`src/hdl/dof_pkg.sv`:
```
// Constants shared by the decoder output formatter and its helpers.
// Assumes an 8-bit subaddress register port on the line-locked clock.
package dof_pkg;

	// ------------------------------------------------------------
	// Register subaddresses
	// ------------------------------------------------------------
	localparam logic [7:0] LINE_TYPE_FIRST_ADDR = 8'h41;
	localparam logic [7:0] LINE_TYPE_LAST_ADDR = 8'h57;
	localparam logic [7:0] HORIZONTAL_OFFSET_LOW_ADDR = 8'h59;
	localparam logic [7:0] VERTICAL_OFFSET_LOW_ADDR = 8'h5A;
	localparam logic [7:0] OFFSET_HIGH_AND_FIELD_FLAG_ADDR = 8'h5B;

	// ------------------------------------------------------------
	// Field positions and reset values
	// ------------------------------------------------------------
	localparam int FIELD_OFFSET_FLAG_BIT = 7;
	localparam int FIELD_STATUS_BIT = 6;
	localparam int VERTICAL_LINE_OFFSET_HIGH_BIT = 4;
	localparam int HORIZONTAL_PIXEL_OFFSET_HIGH_MSB = 2;
	localparam logic [7:0] LINE_TYPE_RESET = 8'hFF;
	localparam logic [10:0] HORIZONTAL_PIXEL_OFFSET_RESET = 11'h347;
	localparam logic [8:0] VERTICAL_LINE_OFFSET_RESET = 9'h003;
	localparam logic FIELD_OFFSET_FLAG_RESET = 1'b0;

	// ------------------------------------------------------------
	// Line-type entries and data type codes
	// ------------------------------------------------------------
	localparam logic [4:0] ENTRY_FIRST = 5'h02;
	localparam logic [4:0] ENTRY_LAST_SINGLE = 5'h17;
	localparam logic [4:0] ENTRY_REST = 5'h18;
	localparam int ENTRY_COUNT = 23;
	localparam logic [3:0] TYPE_VBI_VIDEO = 4'h6;
	localparam logic [3:0] TYPE_RESERVED = 4'hB;
	localparam logic [3:0] TYPE_ACTIVE_VIDEO = 4'hF;

	// ------------------------------------------------------------
	// Stream codes and pin selections
	// ------------------------------------------------------------
	localparam logic [7:0] ITU_PREAMBLE_FF = 8'hFF;
	localparam logic [7:0] ITU_PREAMBLE_00 = 8'h00;
	localparam logic [7:0] ITU_BLANK_CHROMA = 8'h80;
	localparam logic [7:0] ITU_BLANK_LUMA = 8'h10;

	typedef enum logic [1:0] {
		RTS_HORIZONTAL_REFERENCE,
		RTS_VSYNC,
		RTS_VERTICAL_WINDOW_GATE,
		RTS_FID
	} dof_rts_sel_t;

endpackage

```
`src/hdl/dof_type_decode.sv`:
```
// Decodes a 4-bit line data type into the raw and VBI markers.
// Pure combinational; the caller registers the result.
`timescale 1ns/1ps
`default_nettype none
module dof_type_decode
	import dof_pkg::*;
(
	input wire logic [3:0] code,
	output logic raw_mark,
	output logic vbi_mark
);
	assign raw_mark = (code != TYPE_VBI_VIDEO) && (code != TYPE_ACTIVE_VIDEO);
	// VBI lines are all but active video
	assign vbi_mark = (code != TYPE_ACTIVE_VIDEO);
endmodule
`default_nettype wire

```
`src/hdl/dof_itu_fmt.sv`:
```
// ITU 656 byte stream builder for the expansion data port.
// Assumes input samples already in Cb Y Cr Y order, one per clock.
`timescale 1ns/1ps
`default_nettype none
module dof_itu_fmt
	import dof_pkg::*;
(
	input wire logic clk,
	input wire logic rst_n,
	input wire logic horizontal_reference,
	input wire logic f_bit,
	input wire logic v_bit,
	input wire logic [7:0] data_in,
	input wire logic data_valid,
	output logic [7:0] xpd,
	output logic expansion_data_qualifier
);
	typedef enum logic [2:0] {
		FMT_BLANK, FMT_P1, FMT_P2, FMT_P3, FMT_ACTIVE
	} dof_fmt_state_t;

	dof_fmt_state_t st_r;
	logic horizontal_reference_d_r;
	logic eav_r;
	logic blank_phase_r;
	logic [7:0] xy;
	logic h_bit;

	assign h_bit = eav_r;
	// Protection bits let the receiver correct single errors
	assign xy = {1'b1, f_bit, v_bit, h_bit, v_bit ^ h_bit, f_bit ^ h_bit,
		f_bit ^ v_bit, f_bit ^ v_bit ^ h_bit};

	// ------------------------------------------------------------
	// Sequencer
	// ------------------------------------------------------------
	// timing codes framing
	always_ff @(posedge clk) begin
		if (!rst_n) begin
			st_r <= FMT_BLANK;
			horizontal_reference_d_r <= 1'b0;
			eav_r <= 1'b0;
			blank_phase_r <= 1'b0;
			xpd <= ITU_BLANK_CHROMA;
			expansion_data_qualifier <= 1'b0;
		end else begin
			horizontal_reference_d_r <= horizontal_reference;
			blank_phase_r <= ~blank_phase_r;
			expansion_data_qualifier <= 1'b1;
			unique case (st_r)
				FMT_BLANK, FMT_ACTIVE: begin
					if (horizontal_reference != horizontal_reference_d_r) begin
						st_r <= FMT_P1;
						eav_r <= ~horizontal_reference;
						xpd <= ITU_PREAMBLE_FF;
					end else if (st_r == FMT_ACTIVE) begin
						xpd <= data_in;
						expansion_data_qualifier <= data_valid;
					end else begin
						xpd <= blank_phase_r ? ITU_BLANK_LUMA : ITU_BLANK_CHROMA;
					end
				end
				FMT_P1: begin
					st_r <= FMT_P2;
					xpd <= ITU_PREAMBLE_00;
				end
				FMT_P2: begin
					st_r <= FMT_P3;
					xpd <= ITU_PREAMBLE_00;
				end
				FMT_P3: begin
					// Samples arriving during the code are dropped
					st_r <= eav_r ? FMT_BLANK : FMT_ACTIVE;
					xpd <= xy;
				end
			endcase
		end
	end
endmodule
`default_nettype wire

```
`src/hdl/dof_top.sv`:
```
// Decoder output formatter: line typing, reference routing, ITU 656 out.
// Assumes decoder references and samples synchronous to MCLK.
//
// Notes on behaviour
// - Expansion data leaves as ITU 656; reference pins are selected here.
// - Raw and VBI markers come from the current line's data type.
// - Entries 2 to 23 per line; entry 24 covers the field's rest.
// - Upper nibble serves field 1, lower nibble field 2.
// - Nine-bit vertical offset plus field offset flag shift line mapping.
// - Codes 6 and 15 give 4:2:2, all other codes give raw samples.
// - 525-line setup maps entries 2-9 into the second field's early lines.
// - 625-line setup maps entries from line 1 and 3 to 23 onward.
// - Eleven-bit horizontal pixel offset split over 5BH and 59H.
// - Horizontal reference high at vertical sync fall marks odd field.
// - Selectable routing of references to real-time status pins and the vertical expansion pin.
// - Line-type entries live at subaddresses 41H to 57H.
`timescale 1ns/1ps
`default_nettype none
module dof_top
	import dof_pkg::*;
(
	input wire logic MCLK,
	input wire logic RESETN,
	input wire logic [7:0] REG_ADDR,
	input wire logic [7:0] REG_WDATA,
	input wire logic REG_WR,
	input wire logic REG_RD,
	output logic [7:0] REG_RDATA,
	input wire logic HORIZONTAL_REFERENCE,
	input wire logic VERTICAL_SYNC_PULSE,
	input wire logic VERTICAL_WINDOW_GATE,
	input wire logic [7:0] VIDEO_DATA,
	input wire logic VIDEO_VALID,
	input wire logic [1:0] RTS_A_SEL,
	input wire logic [1:0] RTS_B_SEL,
	input wire logic XRV_SEL,
	output logic REALTIME_STATUS_PIN_A,
	output logic REALTIME_STATUS_PIN_B,
	output logic REALTIME_CONTROL_OUT,
	output logic EXPANSION_HORIZONTAL_REF,
	output logic EXPANSION_VERTICAL_REF,
	output logic EXPANSION_DATA_QUALIFIER,
	output logic [7:0] EXPANSION_PIXEL_DATA,
	output logic RAW_DATA_MARKER,
	output logic VBI_DATA_MARKER
);
	// ------------------------------------------------------------
	// Register file
	// ------------------------------------------------------------
	logic [7:0] line_type_r [0:ENTRY_COUNT-1];
	logic [10:0] horizontal_pixel_offset_r;
	logic [8:0] vertical_line_offset_r;
	logic field_offset_flag_r;
	logic field_odd_r;
	logic [4:0] wr_idx;
	logic wr_lt;

	assign wr_lt = (REG_ADDR >= LINE_TYPE_FIRST_ADDR) &&
		(REG_ADDR <= LINE_TYPE_LAST_ADDR);
	assign wr_idx = 5'(REG_ADDR - LINE_TYPE_FIRST_ADDR);

	always_ff @(posedge MCLK) begin
		if (!RESETN) begin
			for (int i = 0; i < ENTRY_COUNT; i++) begin
				line_type_r[i] <= LINE_TYPE_RESET;
			end
		end else if (REG_WR && wr_lt) begin
			line_type_r[wr_idx] <= REG_WDATA;
		end
	end

	always_ff @(posedge MCLK) begin
		if (!RESETN) begin
			horizontal_pixel_offset_r <= HORIZONTAL_PIXEL_OFFSET_RESET;
			vertical_line_offset_r <= VERTICAL_LINE_OFFSET_RESET;
			field_offset_flag_r <= FIELD_OFFSET_FLAG_RESET;
		end else if (REG_WR) begin
			if (REG_ADDR == HORIZONTAL_OFFSET_LOW_ADDR) begin
				horizontal_pixel_offset_r[7:0] <= REG_WDATA;
			end
			if (REG_ADDR == VERTICAL_OFFSET_LOW_ADDR) begin
				vertical_line_offset_r[7:0] <= REG_WDATA;
			end
			if (REG_ADDR == OFFSET_HIGH_AND_FIELD_FLAG_ADDR) begin
				field_offset_flag_r <= REG_WDATA[FIELD_OFFSET_FLAG_BIT];
				vertical_line_offset_r[8] <= REG_WDATA[VERTICAL_LINE_OFFSET_HIGH_BIT];
				horizontal_pixel_offset_r[10:8] <= REG_WDATA[HORIZONTAL_PIXEL_OFFSET_HIGH_MSB:0];
			end
		end
	end

	// Unmapped and reserved bits read as zero
	always_ff @(posedge MCLK) begin
		if (!RESETN) begin
			REG_RDATA <= 8'h00;
		end else if (REG_RD) begin
			REG_RDATA <= 8'h00;
			if (wr_lt) begin
				REG_RDATA <= line_type_r[wr_idx];
			end else if (REG_ADDR == HORIZONTAL_OFFSET_LOW_ADDR) begin
				REG_RDATA <= horizontal_pixel_offset_r[7:0];
			end else if (REG_ADDR == VERTICAL_OFFSET_LOW_ADDR) begin
				REG_RDATA <= vertical_line_offset_r[7:0];
			end else if (REG_ADDR == OFFSET_HIGH_AND_FIELD_FLAG_ADDR) begin
				REG_RDATA[FIELD_OFFSET_FLAG_BIT] <= field_offset_flag_r;
				REG_RDATA[FIELD_STATUS_BIT] <= field_odd_r;
				REG_RDATA[VERTICAL_LINE_OFFSET_HIGH_BIT] <= vertical_line_offset_r[8];
				REG_RDATA[HORIZONTAL_PIXEL_OFFSET_HIGH_MSB:0] <= horizontal_pixel_offset_r[10:8];
			end
		end
	end

	// ------------------------------------------------------------
	// Line and field tracking
	// ------------------------------------------------------------
	logic horizontal_reference_d_r;
	logic vs_d_r;
	logic parity_known_r;
	logic [10:0] pix_cnt_r;
	logic [9:0] line_cnt_r;
	logic line_tick;

	assign line_tick = (pix_cnt_r == horizontal_pixel_offset_r);

	always_ff @(posedge MCLK) begin
		if (!RESETN) begin
			horizontal_reference_d_r <= 1'b0;
			vs_d_r <= 1'b0;
			pix_cnt_r <= 11'h000;
		end else begin
			horizontal_reference_d_r <= HORIZONTAL_REFERENCE;
			vs_d_r <= VERTICAL_SYNC_PULSE;
			// Counter restarts on each line start edge
			if (HORIZONTAL_REFERENCE && !horizontal_reference_d_r) begin
				pix_cnt_r <= 11'h000;
			end else if (pix_cnt_r != 11'h7FF) begin
				pix_cnt_r <= pix_cnt_r + 11'h001;
			end
		end
	end

	always_ff @(posedge MCLK) begin
		if (!RESETN) begin
			line_cnt_r <= 10'h000;
		end else if (VERTICAL_SYNC_PULSE && !vs_d_r) begin
			line_cnt_r <= 10'h000;
		end else if (line_tick && line_cnt_r != 10'h3FF) begin
			line_cnt_r <= line_cnt_r + 10'h001;
		end
	end

	always_ff @(posedge MCLK) begin
		if (!RESETN) begin
			field_odd_r <= 1'b1;
			parity_known_r <= 1'b0;
		end else if (!VERTICAL_SYNC_PULSE && vs_d_r) begin
			field_odd_r <= HORIZONTAL_REFERENCE;
			parity_known_r <= 1'b1;
		end else if (VERTICAL_SYNC_PULSE && !vs_d_r) begin
			parity_known_r <= 1'b0;
		end
	end

	// ------------------------------------------------------------
	// Entry selection
	// ------------------------------------------------------------
	logic [9:0] rel_line;
	logic [4:0] entry;
	logic sel_odd;
	logic [3:0] cur_code;
	logic raw_c;
	logic vbi_c;

	assign rel_line = line_cnt_r - {1'b0, vertical_line_offset_r};

	always_comb begin
		if (line_cnt_r < {1'b0, vertical_line_offset_r}) begin
			entry = ENTRY_REST;
		end else if (rel_line > 10'(ENTRY_LAST_SINGLE - ENTRY_FIRST)) begin
			entry = ENTRY_REST;
		end else begin
			entry = 5'(rel_line) + ENTRY_FIRST;
		end
	end

	// early lines belong to the other field
	assign sel_odd = (field_offset_flag_r && !parity_known_r) ? ~field_odd_r : field_odd_r;

	assign cur_code = sel_odd ? line_type_r[entry - ENTRY_FIRST][7:4] :
		line_type_r[entry - ENTRY_FIRST][3:0];

	dof_type_decode u_decode (
		.code(cur_code),
		.raw_mark(raw_c),
		.vbi_mark(vbi_c)
	);

	always_ff @(posedge MCLK) begin
		if (!RESETN) begin
			RAW_DATA_MARKER <= 1'b0;
			VBI_DATA_MARKER <= 1'b0;
		end else begin
			RAW_DATA_MARKER <= raw_c;
			VBI_DATA_MARKER <= vbi_c;
		end
	end

	// ------------------------------------------------------------
	// Reference routing
	// ------------------------------------------------------------
	logic itu_field_flag;
	logic field_identifier;

	assign itu_field_flag = ~field_odd_r;
	assign field_identifier = field_odd_r;

	function automatic logic rts_pick(input logic [1:0] sel,
		input logic h, input logic v, input logic g, input logic f);
		unique case (dof_rts_sel_t'(sel))
			RTS_HORIZONTAL_REFERENCE: rts_pick = h;
			RTS_VSYNC: rts_pick = v;
			RTS_VERTICAL_WINDOW_GATE: rts_pick = g;
			RTS_FID: rts_pick = f;
		endcase
	endfunction

	always_ff @(posedge MCLK) begin
		if (!RESETN) begin
			REALTIME_STATUS_PIN_A <= 1'b0;
			REALTIME_STATUS_PIN_B <= 1'b0;
			REALTIME_CONTROL_OUT <= 1'b0;
			EXPANSION_HORIZONTAL_REF <= 1'b0;
			EXPANSION_VERTICAL_REF <= 1'b0;
		end else begin
			REALTIME_STATUS_PIN_A <= rts_pick(RTS_A_SEL, HORIZONTAL_REFERENCE,
				VERTICAL_SYNC_PULSE, VERTICAL_WINDOW_GATE, field_identifier);
			REALTIME_STATUS_PIN_B <= rts_pick(RTS_B_SEL, HORIZONTAL_REFERENCE,
				VERTICAL_SYNC_PULSE, VERTICAL_WINDOW_GATE, field_identifier);
			REALTIME_CONTROL_OUT <= field_identifier;
			EXPANSION_HORIZONTAL_REF <= HORIZONTAL_REFERENCE;
			EXPANSION_VERTICAL_REF <= XRV_SEL ? itu_field_flag :
				VERTICAL_SYNC_PULSE;
		end
	end

	// ------------------------------------------------------------
	// Expansion data stream
	// ------------------------------------------------------------
	// stream formatter
	dof_itu_fmt u_fmt (
		.clk(MCLK),
		.rst_n(RESETN),
		.horizontal_reference(HORIZONTAL_REFERENCE),
		.f_bit(itu_field_flag),
		.v_bit(~VERTICAL_WINDOW_GATE),
		.data_in(VIDEO_DATA),
		.data_valid(VIDEO_VALID),
		.xpd(EXPANSION_PIXEL_DATA),
		.expansion_data_qualifier(EXPANSION_DATA_QUALIFIER)
	);
endmodule
`default_nettype wire

```
`config.mk`:
```
export PLATFORM = sky130hd
export DESIGN_NAME = dof_top
export DESIGN_NICKNAME = d
export VERILOG_FILES = /design/src/hdl/dof_pkg.sv /design/src/hdl/dof_type_decode.sv /design/src/hdl/dof_itu_fmt.sv /design/src/hdl/dof_top.sv
export SDC_FILE = /design/constraint.sdc
export NUM_CORES = 1
export LEC_CHECK = 0
export ABC_CLOCK_PERIOD_IN_PS = 7740
export BUFFER_PORTS_ARGS = -buffer_cell sky130_fd_sc_hd__buf_2
export CAP_MARGIN = 15
export CORE_MARGIN = 2
export CORE_UTILIZATION = 40
export DETAILED_ROUTE_END_ITERATION = 8
export SLEW_MARGIN = 20
export SYNTH_ARGS = -nofsm -noshare
export SYNTH_HDL_FRONTEND = slang
export SYNTH_SLANG_ARGS = --single-unit
```
`constraint.sdc`:
```
create_clock -name MCLK -period 7.74 [get_ports MCLK]
set_input_delay 2.322 -clock MCLK [delete_from_list [all_inputs] [get_ports MCLK]]
set_output_delay 2.322 -clock MCLK [all_outputs]
set_load 0.05 [all_outputs]
```
# Yosys cells after proc, flatten, opt, wreduce, memory -nomap -nowiden
# Memories as Yosys holds them, arrays and structs flattened.
# Index checks and enable logic that the tools add are counted.
# Widths: inputs -> output; s select.
word_totals:
  ram_bits: 184
  output_inout_bits: 24
  input_bits: 37
  n_memories: 1
  regBits: 74
classes:
  n_addsub: 6
  n_bitwise: 9
  reduce_logical: 25
  mux: 36
  eq_ne: 20
  magnitude_cmp: 4
mem_list:
  columns: ["name", "depth", "word_bits", "rd", "rd_ports_with_merged_regs", "wr", "line", "rtl"]
  rows:
  - ["line_type_r", 23, 8, 2, 0, 23, "dof_top.sv:50", "logic [7:0] line_type_r [0:ENTRY_COUNT-1];"]
ops:
  columns: ["cell", "count"]
  rows:
  - ["$mux 8", 6]
  - ["$eq 8x7->1 const B", 3]
  - ["$pmux 8 s3", 1]
  - ["$mux 1", 16]
  - ["$mux 5", 3]
  - ["$mux 3", 4]
  - ["$pmux 3 s4", 1]
  - ["$add 11x1->11 const B", 1]
  - ["$eq 11x11->1", 1]
  - ["$ne 11x11->1 const B", 1]
  - ["$add 10x1->10 const B", 1]
  - ["$gt 10x5->1 const B", 1]
  - ["$lt 10x9->1", 1]
  - ["$ne 10x10->1 const B", 1]
  - ["$sub 10x9->10", 1]
  - ["$eq 2x2->1 const B", 4]
  - ["$ge 8x7->1 const B", 1]
  - ["$le 8x7->1 const B", 1]
  - ["$logic_and 1x1->1", 8]
  - ["$pmux 1 s4", 2]
  - ["$reduce_and 2->1", 4]
  - ["$reduce_or 2->1", 4]
  - ["$reduce_or 8->1", 1]
  - ["$eq 3x2->1 const B", 2]
  - ["18 further kinds", 31]

# Logic depth before layout (Yosys ltp)
# Gate-level depths: netlist (run 1).
# An unclocked memory read counts as a cell.
depth:
  word_depth: 9
  ltp_mapped: 24

# Hierarchy
# A second synthesis (run 1) with hierarchy kept.
hier_totals:
  hier_cells: 1641
  area_unflattened_um2: 18116.1
by_module_without_submodules:
  columns: ["module", "seq_area_each_um2", "n_inst", "area_per_inst_um2", "cells_each"]
  rows:
  - ["dof_top", 8888.5, 1, 17347.9, 1552]
  - ["dof_itu_fmt", 300.3, 1, 748.2, 86]
  - ["dof_type_decode", 0.0, 1, 20.0, 3]

# Worst setup path before layout (run 1)
# Ideal clock, no wire load.
synth_path:
  path_kind: "input -> register"
  start: "in REG_ADDR[0]"
  end: "mem line_type_r[19][0] (enable)"
  path_buffers: 4
  path_slack_ns: 0.956
  cell_stages: 13
  t_arrival_ns: 6.449
  setup_time_ns: 0.335
  cell_sequence: "buf_1 -> clkbuf_1 -> clkbuf_1 -> inv_1 -> ha_1 -> nor3b_1 -> a221oi_1 -> and3_1 -> clkbuf_1 -> and2_0 -> nand2_1 -> nor3_1 -> nand2b_1"
synth_lines:
  columns: ["element", "line", "rtl"]
  rows:
  - ["start, declared", "dof_top.sv:24", "input wire logic [7:0] REG_ADDR,"]
  - ["end, declared", "dof_top.sv:50", null]

# Final worst setup path (run 1)
layout_path:
  start: "reg line_cnt_r[0]"
  end: "reg VBI_DATA_MARKER"
layout_via:
  elab_chain_cells: 8
layout_lines:
  columns: ["element", "line", "rtl"]
  rows:
  - ["start, declared", "dof_top.sv:120", "logic [9:0] line_cnt_r;"]
  - ["start signal, assigned", "dof_top.sv:148", "line_cnt_r <= line_cnt_r + 10'h001;"]
  - ["$sub 10x9->10", "dof_top.sv:174", "assign rel_line = line_cnt_r - {1'b0, vertical_line_offset_r};"]
  - ["$gt 10x5->1 or $add 5x2->5 (tied branches)", "dof_top.sv:179, dof_top.sv:182", null]
  - ["$mux 5", "dof_top.sv:179", "end else if (rel_line > 10'(ENTRY_LAST_SINGLE - ENTRY_FIRST)) begin"]
  - ["$mux 5 (*)", "dof_top.sv:177", "if (line_cnt_r < {1'b0, vertical_line_offset_r}) begin"]
  - ["$sub 5x2->5 (*)", "dof_top.sv:189, dof_top.sv:190", null]
  - ["$mem_v2 23x8 (*)", null, null]
  - ["$mux 4 (*)", "dof_top.sv:189", "assign cur_code = sel_odd ? line_type_r[entry - ENTRY_FIRST][7:4] :"]
  - ["$ne 4x4->1 (*)", "dof_type_decode.sv:14", "assign vbi_mark = (code != TYPE_ACTIVE_VIDEO);"]
  - ["end signal, assigned", "dof_top.sv:204", "VBI_DATA_MARKER <= vbi_c;"]
  - ["end, declared", "dof_top.sv:45", "output logic VBI_DATA_MARKER"]
# Every way passes the cells marked *; elsewhere a longest branch is shown, timed or not.
# A chain may end at the register's enable or synchronous reset.

==> results of run 1 <==
routing by layer:
metal | wire length (microns) | vias up
met1 | 23200 | 6840
met2 | 25600 | 886
met3 | 6670 | 153
li1 | - | 6117
met5 | 8 | -
met4 | 2380 | 2
synthesized netlist by cell type, types with 5 or more instances:
library cell,instances,area (sq um)
sky130_fd_sc_hd__nor3_1,19,95.1
sky130_fd_sc_hd__o211ai_1,5,37.5
sky130_fd_sc_hd__buf_1,13,48.8
sky130_fd_sc_hd__nand4_1,16,100
sky130_fd_sc_hd__nor4_1,5,31.3
sky130_fd_sc_hd__a21oi_1,78,390
sky130_fd_sc_hd__inv_1,25,93.8
sky130_fd_sc_hd__or3_1,8,50.1
sky130_fd_sc_hd__nor2_1,108,405
sky130_fd_sc_hd__o2111ai_1,10,87.6
sky130_fd_sc_hd__mux4_2,80,1800
sky130_fd_sc_hd__o221ai_1,7,61.3
sky130_fd_sc_hd__nor2b_1,5,31.3
sky130_fd_sc_hd__a311oi_1,9,78.8
sky130_fd_sc_hd__mux2i_1,44,440
sky130_fd_sc_hd__a22oi_1,24,180
sky130_fd_sc_hd__and2_1,14,87.6
sky130_fd_sc_hd__or2_2,170,1060
sky130_fd_sc_hd__xor2_1,28,245
sky130_fd_sc_hd__a21o_1,7,52.6
sky130_fd_sc_hd__buf_2,15,75.1
sky130_fd_sc_hd__o22ai_1,12,75.1
sky130_fd_sc_hd__ha_1,21,263
sky130_fd_sc_hd__dfxtp_1,74,1480
sky130_fd_sc_hd__a2111oi_0,5,43.8
sky130_fd_sc_hd__and3_1,17,106
sky130_fd_sc_hd__a211oi_1,10,75.1
sky130_fd_sc_hd__nand2b_1,25,156
sky130_fd_sc_hd__mux2_2,7,78.8
sky130_fd_sc_hd__clkbuf_1,87,327
sky130_fd_sc_hd__xnor2_1,16,140
sky130_fd_sc_hd__nand3_1,56,280
sky130_fd_sc_hd__nand2_1,194,728
sky130_fd_sc_hd__edfxtp_1,256,7690
sky130_fd_sc_hd__a31oi_1,25,156
sky130_fd_sc_hd__a221oi_1,16,140
sky130_fd_sc_hd__o21ai_0,53,265
stage by stage:
step	worst slack [ns]	hold slack, ns	total power [uW]	instances
after CTS	1.15	0.476	4330	2268
final	0.915	0.474	4310	2268
after global routing	0.572	0.501	4430	2268
after global placement	1.38	0.444	2490	2203
after floorplan	0.956	0.430	2330	1646
after detailed placement	1.25	0.460	2500	2203
power groups by stage:
stage	Combinational (uW)	Clock, uW	Sequential (uW)
final	435	1850	2030
after global routing	457	1940	2040
after CTS	428	1860	2030
after detailed placement	426	0	2070
after global placement	425	0	2070
after floorplan	247	0	2080
final timing paths:
kind                    endpoint  slack (ns)  depth (start not counted)                start
min          u_fmt.blank_phase_r        0.47                          1  u_fmt.blank_phase_r
max reg2reg      VBI_DATA_MARKER        0.92                         19        line_cnt_r[0]
min reg2reg  u_fmt.blank_phase_r        0.47                          1  u_fmt.blank_phase_r
max              VBI_DATA_MARKER        0.92                         19        line_cnt_r[0]
cells by family after synthesis:
logic type	after synthesis	synth area share
and+or+nand+nor	660	0.183
DFF	330	0.506
AOI/OAI and AO/OA	305	0.112
buffers and inverters	145	0.0321
muxes	131	0.128
xor gates and xnor gates	45	0.0222
adders and majority gates	22	0.0156
other	1	0.000207
layout make-up:
type | count | share of cell area
clock buffer | 46 | 0.0506
clock inverter | 19 | 0.0116
inverter | 27 | 0.00502
multi-input combinational | 1171 | 0.418
sequential | 330 | 0.454
tap | 592 | 0.0367
timing repair buffer | 83 | 0.0235
flip-flops by register name (all words and copies together), names as in the netlist, 3 cells and up:
| register | flops |
|---|---|
| line_type_r | 256 |
| pix_cnt_r | 11 |
| REG_RDATA | 8 |
| vertical_line_offset_r | 9 |
| u_fmt.xpd | 8 |
| horizontal_pixel_offset_r | 11 |
| line_cnt_r | 10 |
| u_fmt.st_r | 3 |
==> impl_metrics.env, run 1 <==
export IMPL_run_status="finished, final reports clean"
export IMPL_max_cap_violations=0
export IMPL_cts_num_sinks=330
export IMPL_total_negative_setup_slacks_ns=0
export IMPL_cts_tree="yes"
export IMPL_rsz_0062_raised_after_global_routing="false"
export IMPL_cts_hold_fix_buffers=0
export IMPL_syn_area_sq_um=18100
export IMPL_effective_utilization_at_floorplan=0.407
export IMPL_synthesis_area_per_instance_sq_um=11.1
export IMPL_ys_seq_elements=330
export IMPL_wl_per_cell_microns=25.5
export IMPL_sequential_cell_area_sq_um=9170
export IMPL_final_common_cell="sky130_fd_sc_hd__edfxtp_1"
export IMPL_met1_usage=0.338
export IMPL_drt_iter0_drc=1875
export IMPL_number_of_enable_type_register_cells_in_the_synthesized_netlist=256
export IMPL_drt_pass1_iterations=6
export IMPL_nets=1709
export IMPL_hold_violation_total_from_the_final_report=0
export IMPL_routed_via_count=14000
export IMPL_rows=77
export IMPL_multi_input_area_sq_um=8450
export IMPL_grt_pass1_wl_microns=85800
export IMPL_max_freq_mhz=147
export IMPL_grt_pass1_vias=13300
export IMPL_timing_max_transition_violations_final=0
export IMPL_postRouteAntennaNets=0
export IMPL_track_usage=0.246
export IMPL_crit_path_buffers_inverters=4
export IMPL_final_fill_count=4122
export IMPL_crit_path_max_incr_delay_ns=0.79
export IMPL_top_usage_layer="met2"
export IMPL_core_area_sq_um=44500
export IMPL_yosys_most_used_dff="sky130_fd_sc_hd__edfxtp_1"
export IMPL_path_delay_family="simple AND/OR/NAND/NOR gates"
export IMPL_clock_power_share=0.428
export IMPL_pin_count_of_the_biggest_net_entering_global_routing=56
export IMPL_post_route_drc_count=0
export IMPL_irDropWorstVdd_mv=0.129
export IMPL_worstHoldPathType="reg2reg"
export IMPL_worstSetupPathType="reg2reg"
export IMPL_gp_routability_congestion=0.910
export IMPL_height_of_the_chip_microns=217
export IMPL_max_slew_worst_pin_slew_ns=1.09
export IMPL_cts_buffers=37
export IMPL_timing_critical_path_required_ns=8.17
export IMPL_min_period_over_period=0.882
export IMPL_utilization=0.454
export IMPL_htree_num_levels=2
export IMPL_post_cts_resized=0
export IMPL_route_final_wire_length_microns=57800
export IMPL_async_reset_ff_frac=0
export IMPL_crit_slowest_cell="sky130_fd_sc_hd__a2111oi_0"
export IMPL_port_buffers=60
export IMPL_power_internal_uw=3240
export IMPL_cts_clk_slew_worst_paths_ns=0.06
export IMPL_met3_use_gr=0.0565
export IMPL_end_kind="flop"
export IMPL_p_sw_uw=1070
export IMPL_finalClockSkew_ns=0.0196
export IMPL_avgViaCountPerCell=6.17
export IMPL_cts_root_buffer="sky130_fd_sc_hd__clkbuf_16"
export IMPL_antenna_violations_before_repair=3
export IMPL_cellPowerDensity_nw_per_um2=214
export IMPL_synthesis_instances=1639
export IMPL_power_share_sequential=0.472
export IMPL_die_area_sq_um=47000
export IMPL_post_synth_num_cell_types=77
export IMPL_startpoint_types="flop"
export IMPL_placed_cell_area_sq_um=18900
export IMPL_layout_drive_gt1_share=0.248
export IMPL_floorplan_die_width_microns=217
export IMPL_fin_crit_ns=6.82
export IMPL_hpwlAfterDp_microns=38200
export IMPL_max_clock_path_buffers=3
export IMPL_critPathMaxFanout=50
export IMPL_power_share_switching=0.249
export IMPL_worst_skew_pair_late_latency_ns=0.56
export IMPL_total_leakage_power_uw=0.00703
export IMPL_layout_area_overhead_vs_synth_pct=11.4
export IMPL_io_pin_count=61
export IMPL_grt_remaining_overflow=0
export IMPL_timing_final_setup_violations=0
export IMPL_postCtsSetupRepairBufs=0
export IMPL_slew_headroom=0.269
export IMPL_synth_warning_count=0
export IMPL_combinationalPowerShare=0.101
export IMPL_grt_met2_usage=0.377
export IMPL_path_cells="inv_1, ha_1, fa_1, nand2b_1, a21oi_1, o31a_1, nand3_1, nor4_4, buf_4, clkinv_1, buf_4, ha_1, nor3_2, nor2_2, a2111oi_0, nor4_1, or4_1, and3_1, o31a_1"
export IMPL_synth_seq_area_share=0.506
export IMPL_finish_instance_area_sq_um=20200
export IMPL_cp_arrival_ns=7.26
export IMPL_antenna_diode_count=0
export IMPL_layout_common_cells="256 x sky130_fd_sc_hd__edfxtp_1, 194 x sky130_fd_sc_hd__nand2_1, 170 x sky130_fd_sc_hd__or2_2, 108 x sky130_fd_sc_hd__nor2_1, 80 x sky130_fd_sc_hd__mux4_2"
No activity file was read; power rests on OpenSTA's default activity.
==> run 2, diff against run 1 <==
ABC_CLOCK_PERIOD_IN_PS = 7800   (was 7740)
CORE_MARGIN = 1   (was 2)
clock period = 7.8 ns   (was 7.74 ns; I/O delays follow)
==> run 2 against run 1 <==
  * Maximum frequency is 14% higher
  * Worst hold slack worse by 0.00070 ns
  * Combinational power hardly changed
  * Register-to-register slack better by 0.90 ns
  * Clock skew is 0.0073 ns lower
  * Clock-buffer cell count is 1 higher
  * Critical path type unchanged
  * Critical endpoint unchanged
==> impl_metrics.env, run 2 (synthesis gave the netlist of run 1 again) <==
export IMPL_layout_area_overhead_vs_synth_pct=11.2
export IMPL_crit_reg2reg_capture="VBI_DATA_MARKER"
export IMPL_port_buffers=60
export IMPL_cp_arrival_ns=6.43
export IMPL_rows=77
export IMPL_grt_pass1_wl_microns=87700
export IMPL_max_cap_violations=0
export IMPL_placed_cell_area_sq_um=19000
export IMPL_rsz_0062_raised_after_global_routing="false"
export IMPL_largest_reg_flops=256
export IMPL_drt_iter0_drc=1673
export IMPL_grt_pass1_vias=13500
export IMPL_antenna_violations_before_repair=5
export IMPL_grt_remaining_overflow=0
export IMPL_post_cts_resized=0
export IMPL_utilization=0.454
export IMPL_drt_pass1_iterations=8
export IMPL_crit_slowest_cell="sky130_fd_sc_hd__a2111oi_0"
export IMPL_path_cells="inv_1, ha_1, fa_1, buf_4, o32a_1, nand3_1, a221o_1, or3_1, nor2_1, nand2_1, ha_1, buf_4, inv_1, a2111oi_0, nor4_1, or4_1, and3_1, o31a_1"
export IMPL_total_power_uw=4190
export IMPL_routed_via_count=14200
export IMPL_final_common_cell="sky130_fd_sc_hd__edfxtp_1"
export IMPL_max_freq_mhz=167
export IMPL_antenna_diode_count=0
export IMPL_postCtsSetupRepairBufs=0
export IMPL_min_path_cells=1
export IMPL_cts_clk_slew_worst_paths_ns=0.06
export IMPL_htree_num_levels=2
export IMPL_post_route_drc_count=0
export IMPL_max_clock_path_buffers=3
export IMPL_effective_utilization_at_floorplan=0.408
export IMPL_ff2ff_path_depth=18
export IMPL_timing_critical_path_required_ns=8.25
export IMPL_total_leakage_power_uw=0.00700
export IMPL_reg2reg_from="line_cnt_r[0]"
export IMPL_cts_tree="yes"
export IMPL_nets=1714
export IMPL_worstSetupPathType="reg2reg"
export IMPL_hpwlAfterDp_microns=39200
export IMPL_cellPowerDensity_nw_per_um2=208
export IMPL_avgViaCountPerCell=6.25
export IMPL_total_negative_setup_slacks_ns=0
export IMPL_irDropWorstVdd_mv=0.122
export IMPL_top_regs="line_type_r x256, horizontal_pixel_offset_r x11, pix_cnt_r x11"
export IMPL_startpoint_types="flop"
export IMPL_wl_per_cell_microns=26.0
export IMPL_postRouteAntennaNets=0
export IMPL_min_to="u_fmt.blank_phase_r"
export IMPL_pin_count_of_the_biggest_net_entering_global_routing=50
export IMPL_cts_buffers=39
export IMPL_slew_headroom=0.263
export IMPL_worst_skew_pair_late_latency_ns=0.56
export IMPL_io_pin_count=61
export IMPL_largest_register_by_flop_count="line_type_r"
export IMPL_min_period_over_period=0.768
export IMPL_gp_routability_congestion=0.955
export IMPL_layout_drive_gt1_share=0.247
export IMPL_max_slew_worst_pin_slew_ns=1.10
export IMPL_timing_max_transition_violations_final=0
export IMPL_cts_root_buffer="sky130_fd_sc_hd__clkbuf_16"
export IMPL_height_of_the_chip_microns=215
export IMPL_finalClockSkew_ns=0.0122
export IMPL_worst_hold_startpoint="u_fmt.blank_phase_r"
export IMPL_worst_r2r_setup_slack_ns=1.81
export IMPL_cts_num_sinks=330
export IMPL_hold_violation_total_from_the_final_report=0
export IMPL_end_kind="flop"
export IMPL_crit_path_max_incr_delay_ns=0.65
export IMPL_layout_common_cells="256 x sky130_fd_sc_hd__edfxtp_1, 194 x sky130_fd_sc_hd__nand2_1, 170 x sky130_fd_sc_hd__or2_2, 107 x sky130_fd_sc_hd__nor2_1, 80 x sky130_fd_sc_hd__mux4_2"
export IMPL_die_area_sq_um=46100
export IMPL_worstHoldPathType="reg2reg"
export IMPL_run_status="finished, final reports clean"
export IMPL_route_final_wire_length_microns=59200
export IMPL_track_usage=0.255
export IMPL_floorplan_die_width_microns=215
export IMPL_cts_hold_fix_buffers=0
export IMPL_timing_final_setup_violations=0
export IMPL_finish_instance_area_sq_um=20100
export IMPL_fin_crit_ns=5.99
export IMPL_core_area_sq_um=44400
export IMPL_critPathMaxFanout=27
## run 2: worst max path at each step
| stage | start | endpoint | slack (ns) | cells after the start |
|---|---|---|---|---|
| final | line_cnt_r[0] | VBI_DATA_MARKER | 1.81 | 18 |
| after global routing | line_cnt_r[0] | VBI_DATA_MARKER | 1.67 | 18 |
| after CTS | line_cnt_r[0] | VBI_DATA_MARKER | 1.96 | 18 |
| after detailed placement | REG_ADDR[0] | line_type_r[14][2] | 1.53 | 9 |
| after global placement | REG_ADDR[0] | line_type_r[19][1] | 1.70 | 11 |
| after floorplan | REG_ADDR[0] | line_type_r[19][0] | 1.0 | 13 |
## run 2: layer usage
metal	up-vias	part of all wire	track usage
met5	-	0.00057	0
met4	6	0.045	0.100
met3	178	0.12	0.0747
met2	907	0.43	0.383
met1	6997	0.40	0.346
li1	6125	-	-
## run 2: layout make-up
cell class / instances / area, sq um
inverters: 27 / 101
fillers: 4073 / 24300
repair buffers: 86 / 498
flip-flops and latches: 330 / 9170
clock inverters: 21 / 165
well taps: 592 / 741
multi-input cells: 1171 / 8460
clock buffers: 47 / 1020
## run 2: where the power goes
group	total (uW)	switching [uW]	internal, uW
Sequential	2020	57.7	1960
Combinational	436	282	155
Clock	1740	743	994
## run 2: critical path, delay by kind of cell, from the launching register on
family,cells,cell delay [ns]
AOI/OAI and AO/OA,4,1.60
and+or+nand+nor,7,1.73
DFF,1,0.39
adders and majority gates,3,0.99
buffers and inverters,4,1.17
## run 2: metrics by stage
stage	std cells	hold slack, ns	worst slack [ns]
floorplan	1646	0.430	0.998
global placement	2206	0.445	1.70
detailed placement	2206	0.456	1.53
CTS	2274	0.471	1.96
global route	2274	0.494	1.67
finish	2274	0.473	1.81
==> run 3, diff against run 2 <==
ABC_CLOCK_PERIOD_IN_PS = 6200   (was 7800)
clock period = 6.2 ns   (was 7.8 ns; I/O delays follow)
==> run 3 against run 2 <==
  * Combinational power grew 27%
  * Worst hold slack lost 0.0082 ns
  * Wire length grew 2.5%
  * Total power grew 30%
  * Clock power grew 36%
  * Register-to-register slack lost 0.99 ns
  * Sequential power grew 26%
  * Critical path depth is the same
  * Worst setup slack lost 0.99 ns
  * Maximum frequency grew 11%
  * Final area grew 0.87%
  * Critical path type unchanged
==> impl_metrics.env, run 3 (synthesis gave the netlist of run 1 again) <==
export IMPL_run_status="finished, final reports clean"
export IMPL_total_leakage_power_uw=0.00709
export IMPL_layout_common_cells="256 x sky130_fd_sc_hd__edfxtp_1, 194 x sky130_fd_sc_hd__nand2_1, 170 x sky130_fd_sc_hd__or2_2, 108 x sky130_fd_sc_hd__nor2_1, 80 x sky130_fd_sc_hd__mux4_2"
export IMPL_post_cts_resized=0
export IMPL_final_common_cell="sky130_fd_sc_hd__edfxtp_1"
export IMPL_worstHoldPathType="reg2reg"
export IMPL_cellPowerDensity_nw_per_um2=269
export IMPL_finalClockSkew_ns=0.0290
export IMPL_timing_max_transition_violations_final=0
export IMPL_grt_pass1_wl_microns=90300
export IMPL_postRouteAntennaNets=0
export IMPL_slew_headroom=0.312
export IMPL_critPathMaxFanout=21
export IMPL_rsz_0062_raised_after_global_routing="false"
export IMPL_layout_drive_gt1_share=0.252
export IMPL_timing_critical_path_required_ns=6.65
export IMPL_track_usage=0.263
export IMPL_drt_pass1_iterations=5
export IMPL_post_route_drc_count=0
export IMPL_worst_r2r_setup_slack_ns=0.82
export IMPL_cp_arrival_ns=5.83
export IMPL_grt_pass1_vias=13600
export IMPL_effective_utilization_at_floorplan=0.408
export IMPL_core_area_sq_um=44400
export IMPL_cts_clk_slew_worst_paths_ns=0.07
export IMPL_hold_violation_total_from_the_final_report=0
export IMPL_antenna_violations_before_repair=2
export IMPL_antenna_diode_count=0
export IMPL_io_pin_count=61
export IMPL_worst_skew_pair_late_latency_ns=0.58
export IMPL_htree_num_levels=2
export IMPL_total_negative_setup_slacks_ns=0
export IMPL_layout_area_overhead_vs_synth_pct=12.2
export IMPL_min_period_over_period=0.868
export IMPL_worstSetupPathType="reg2reg"
export IMPL_irDropWorstVdd_mv=0.201
export IMPL_rows=77
export IMPL_largest_reg_flops=256
export IMPL_top_regs="line_type_r x256, horizontal_pixel_offset_r x11, pix_cnt_r x11"
export IMPL_gp_routability_congestion=0.945
export IMPL_utilization=0.458
export IMPL_port_buffers=60
export IMPL_wl_per_cell_microns=26.6
export IMPL_max_clock_path_buffers=3
export IMPL_startpoint_types="flop"
export IMPL_die_area_sq_um=46100
export IMPL_cts_hold_fix_buffers=0
export IMPL_height_of_the_chip_microns=215
export IMPL_end_kind="flop"
export IMPL_hpwlAfterDp_microns=40500
export IMPL_grt_remaining_overflow=0
export IMPL_fin_crit_ns=5.38
export IMPL_cts_tree="yes"
export IMPL_floorplan_die_width_microns=215
export IMPL_largest_register_by_flop_count="line_type_r"
export IMPL_drt_iter0_drc=1800
export IMPL_nets=1722
export IMPL_cts_root_buffer="sky130_fd_sc_hd__clkbuf_16"
export IMPL_max_freq_mhz=186
export IMPL_max_slew_worst_pin_slew_ns=1.03
export IMPL_cts_buffers=38
export IMPL_hold_worst_slack_ns=0.465
export IMPL_postCtsSetupRepairBufs=0
export IMPL_cts_num_sinks=330
export IMPL_routed_via_count=14100
export IMPL_max_cap_violations=0
export IMPL_route_final_wire_length_microns=60700
export IMPL_timing_final_setup_violations=0
export IMPL_avgViaCountPerCell=6.19
export IMPL_pin_count_of_the_biggest_net_entering_global_routing=50
run 3: changes by cell type in the layout (fill, tap and decap cells not counted), moves of 2 or more:
| cell | change |
|---|---|
| sky130_fd_sc_hd__buf_4 | +9 |
| sky130_fd_sc_hd__bufinv_16 | +3 |
| sky130_fd_sc_hd__clkbuf_8 | +2 |
| sky130_fd_sc_hd__clkinv_1 | -2 |
run 3: through the flow:
stage,setup WS [ns],power [uW],area [sq um],std cells
final,0.821,5470,20300,2285
after global routing,0.507,5620,20300,2285
after CTS,0.874,5480,20300,2285
after detailed placement,0.721,3130,19000,2215
after global placement,0.745,3130,19000,2215
after floorplan,0.0713,2910,18200,1646
run 3: cell type report:
type                    count  area, sq um
flip-flops and latches    330         9170
clock buffers              50         1050
well taps                 592          741
fillers                  4084        24100
repair buffers             95          566
multi-input cells        1171         8450
inverters                  27          101
clock inverters            20          245
run 3: path summary, 6_finish.rpt:
| path | depth (start not counted) | end | startpoint |
|---|---|---|---|
| max | 18 | VBI_DATA_MARKER | line_cnt_r[0] |
| min | 1 | u_fmt.blank_phase_r | u_fmt.blank_phase_r |
| max reg2reg | 18 | VBI_DATA_MARKER | line_cnt_r[0] |
| min reg2reg | 1 | u_fmt.blank_phase_r | u_fmt.blank_phase_r |
run 3: critical path: stages, from the launching register on:
cell and delay [ns]:
sky130_fd_sc_hd__dfxtp_1 0.38, sky130_fd_sc_hd__inv_1 0.07, sky130_fd_sc_hd__ha_1 0.20, sky130_fd_sc_hd__fa_1 0.44, sky130_fd_sc_hd__nand2b_1 0.19, sky130_fd_sc_hd__a21oi_1 0.40, sky130_fd_sc_hd__o2111ai_1 0.18, sky130_fd_sc_hd__a31oi_1 0.48
sky130_fd_sc_hd__or3_1 0.22, sky130_fd_sc_hd__nor2_1 0.10, sky130_fd_sc_hd__nand2_1 0.11, sky130_fd_sc_hd__ha_1 0.35, sky130_fd_sc_hd__or3_1 0.34, sky130_fd_sc_hd__nand2_4 0.24, sky130_fd_sc_hd__a2111oi_0 0.47, sky130_fd_sc_hd__nor4_1 0.15
sky130_fd_sc_hd__or4_1 0.44, sky130_fd_sc_hd__and3_1 0.19, sky130_fd_sc_hd__o31a_1 0.30
run 3: power breakdown:
group          internal, uW  switching, uW  total (uW)
Sequential             2470           72.7        2540
Combinational           195            360         555
Clock                  1410            963        2370
run 3: per-layer routing:
layer	GRT usage	up-vias	share of wire
li1	-	6138	-
met1	0.369	6989	0.42
met2	0.398	864	0.44
met3	0.0586	152	0.11
met4	0.0964	2	0.038
met5	0	-	0.00021
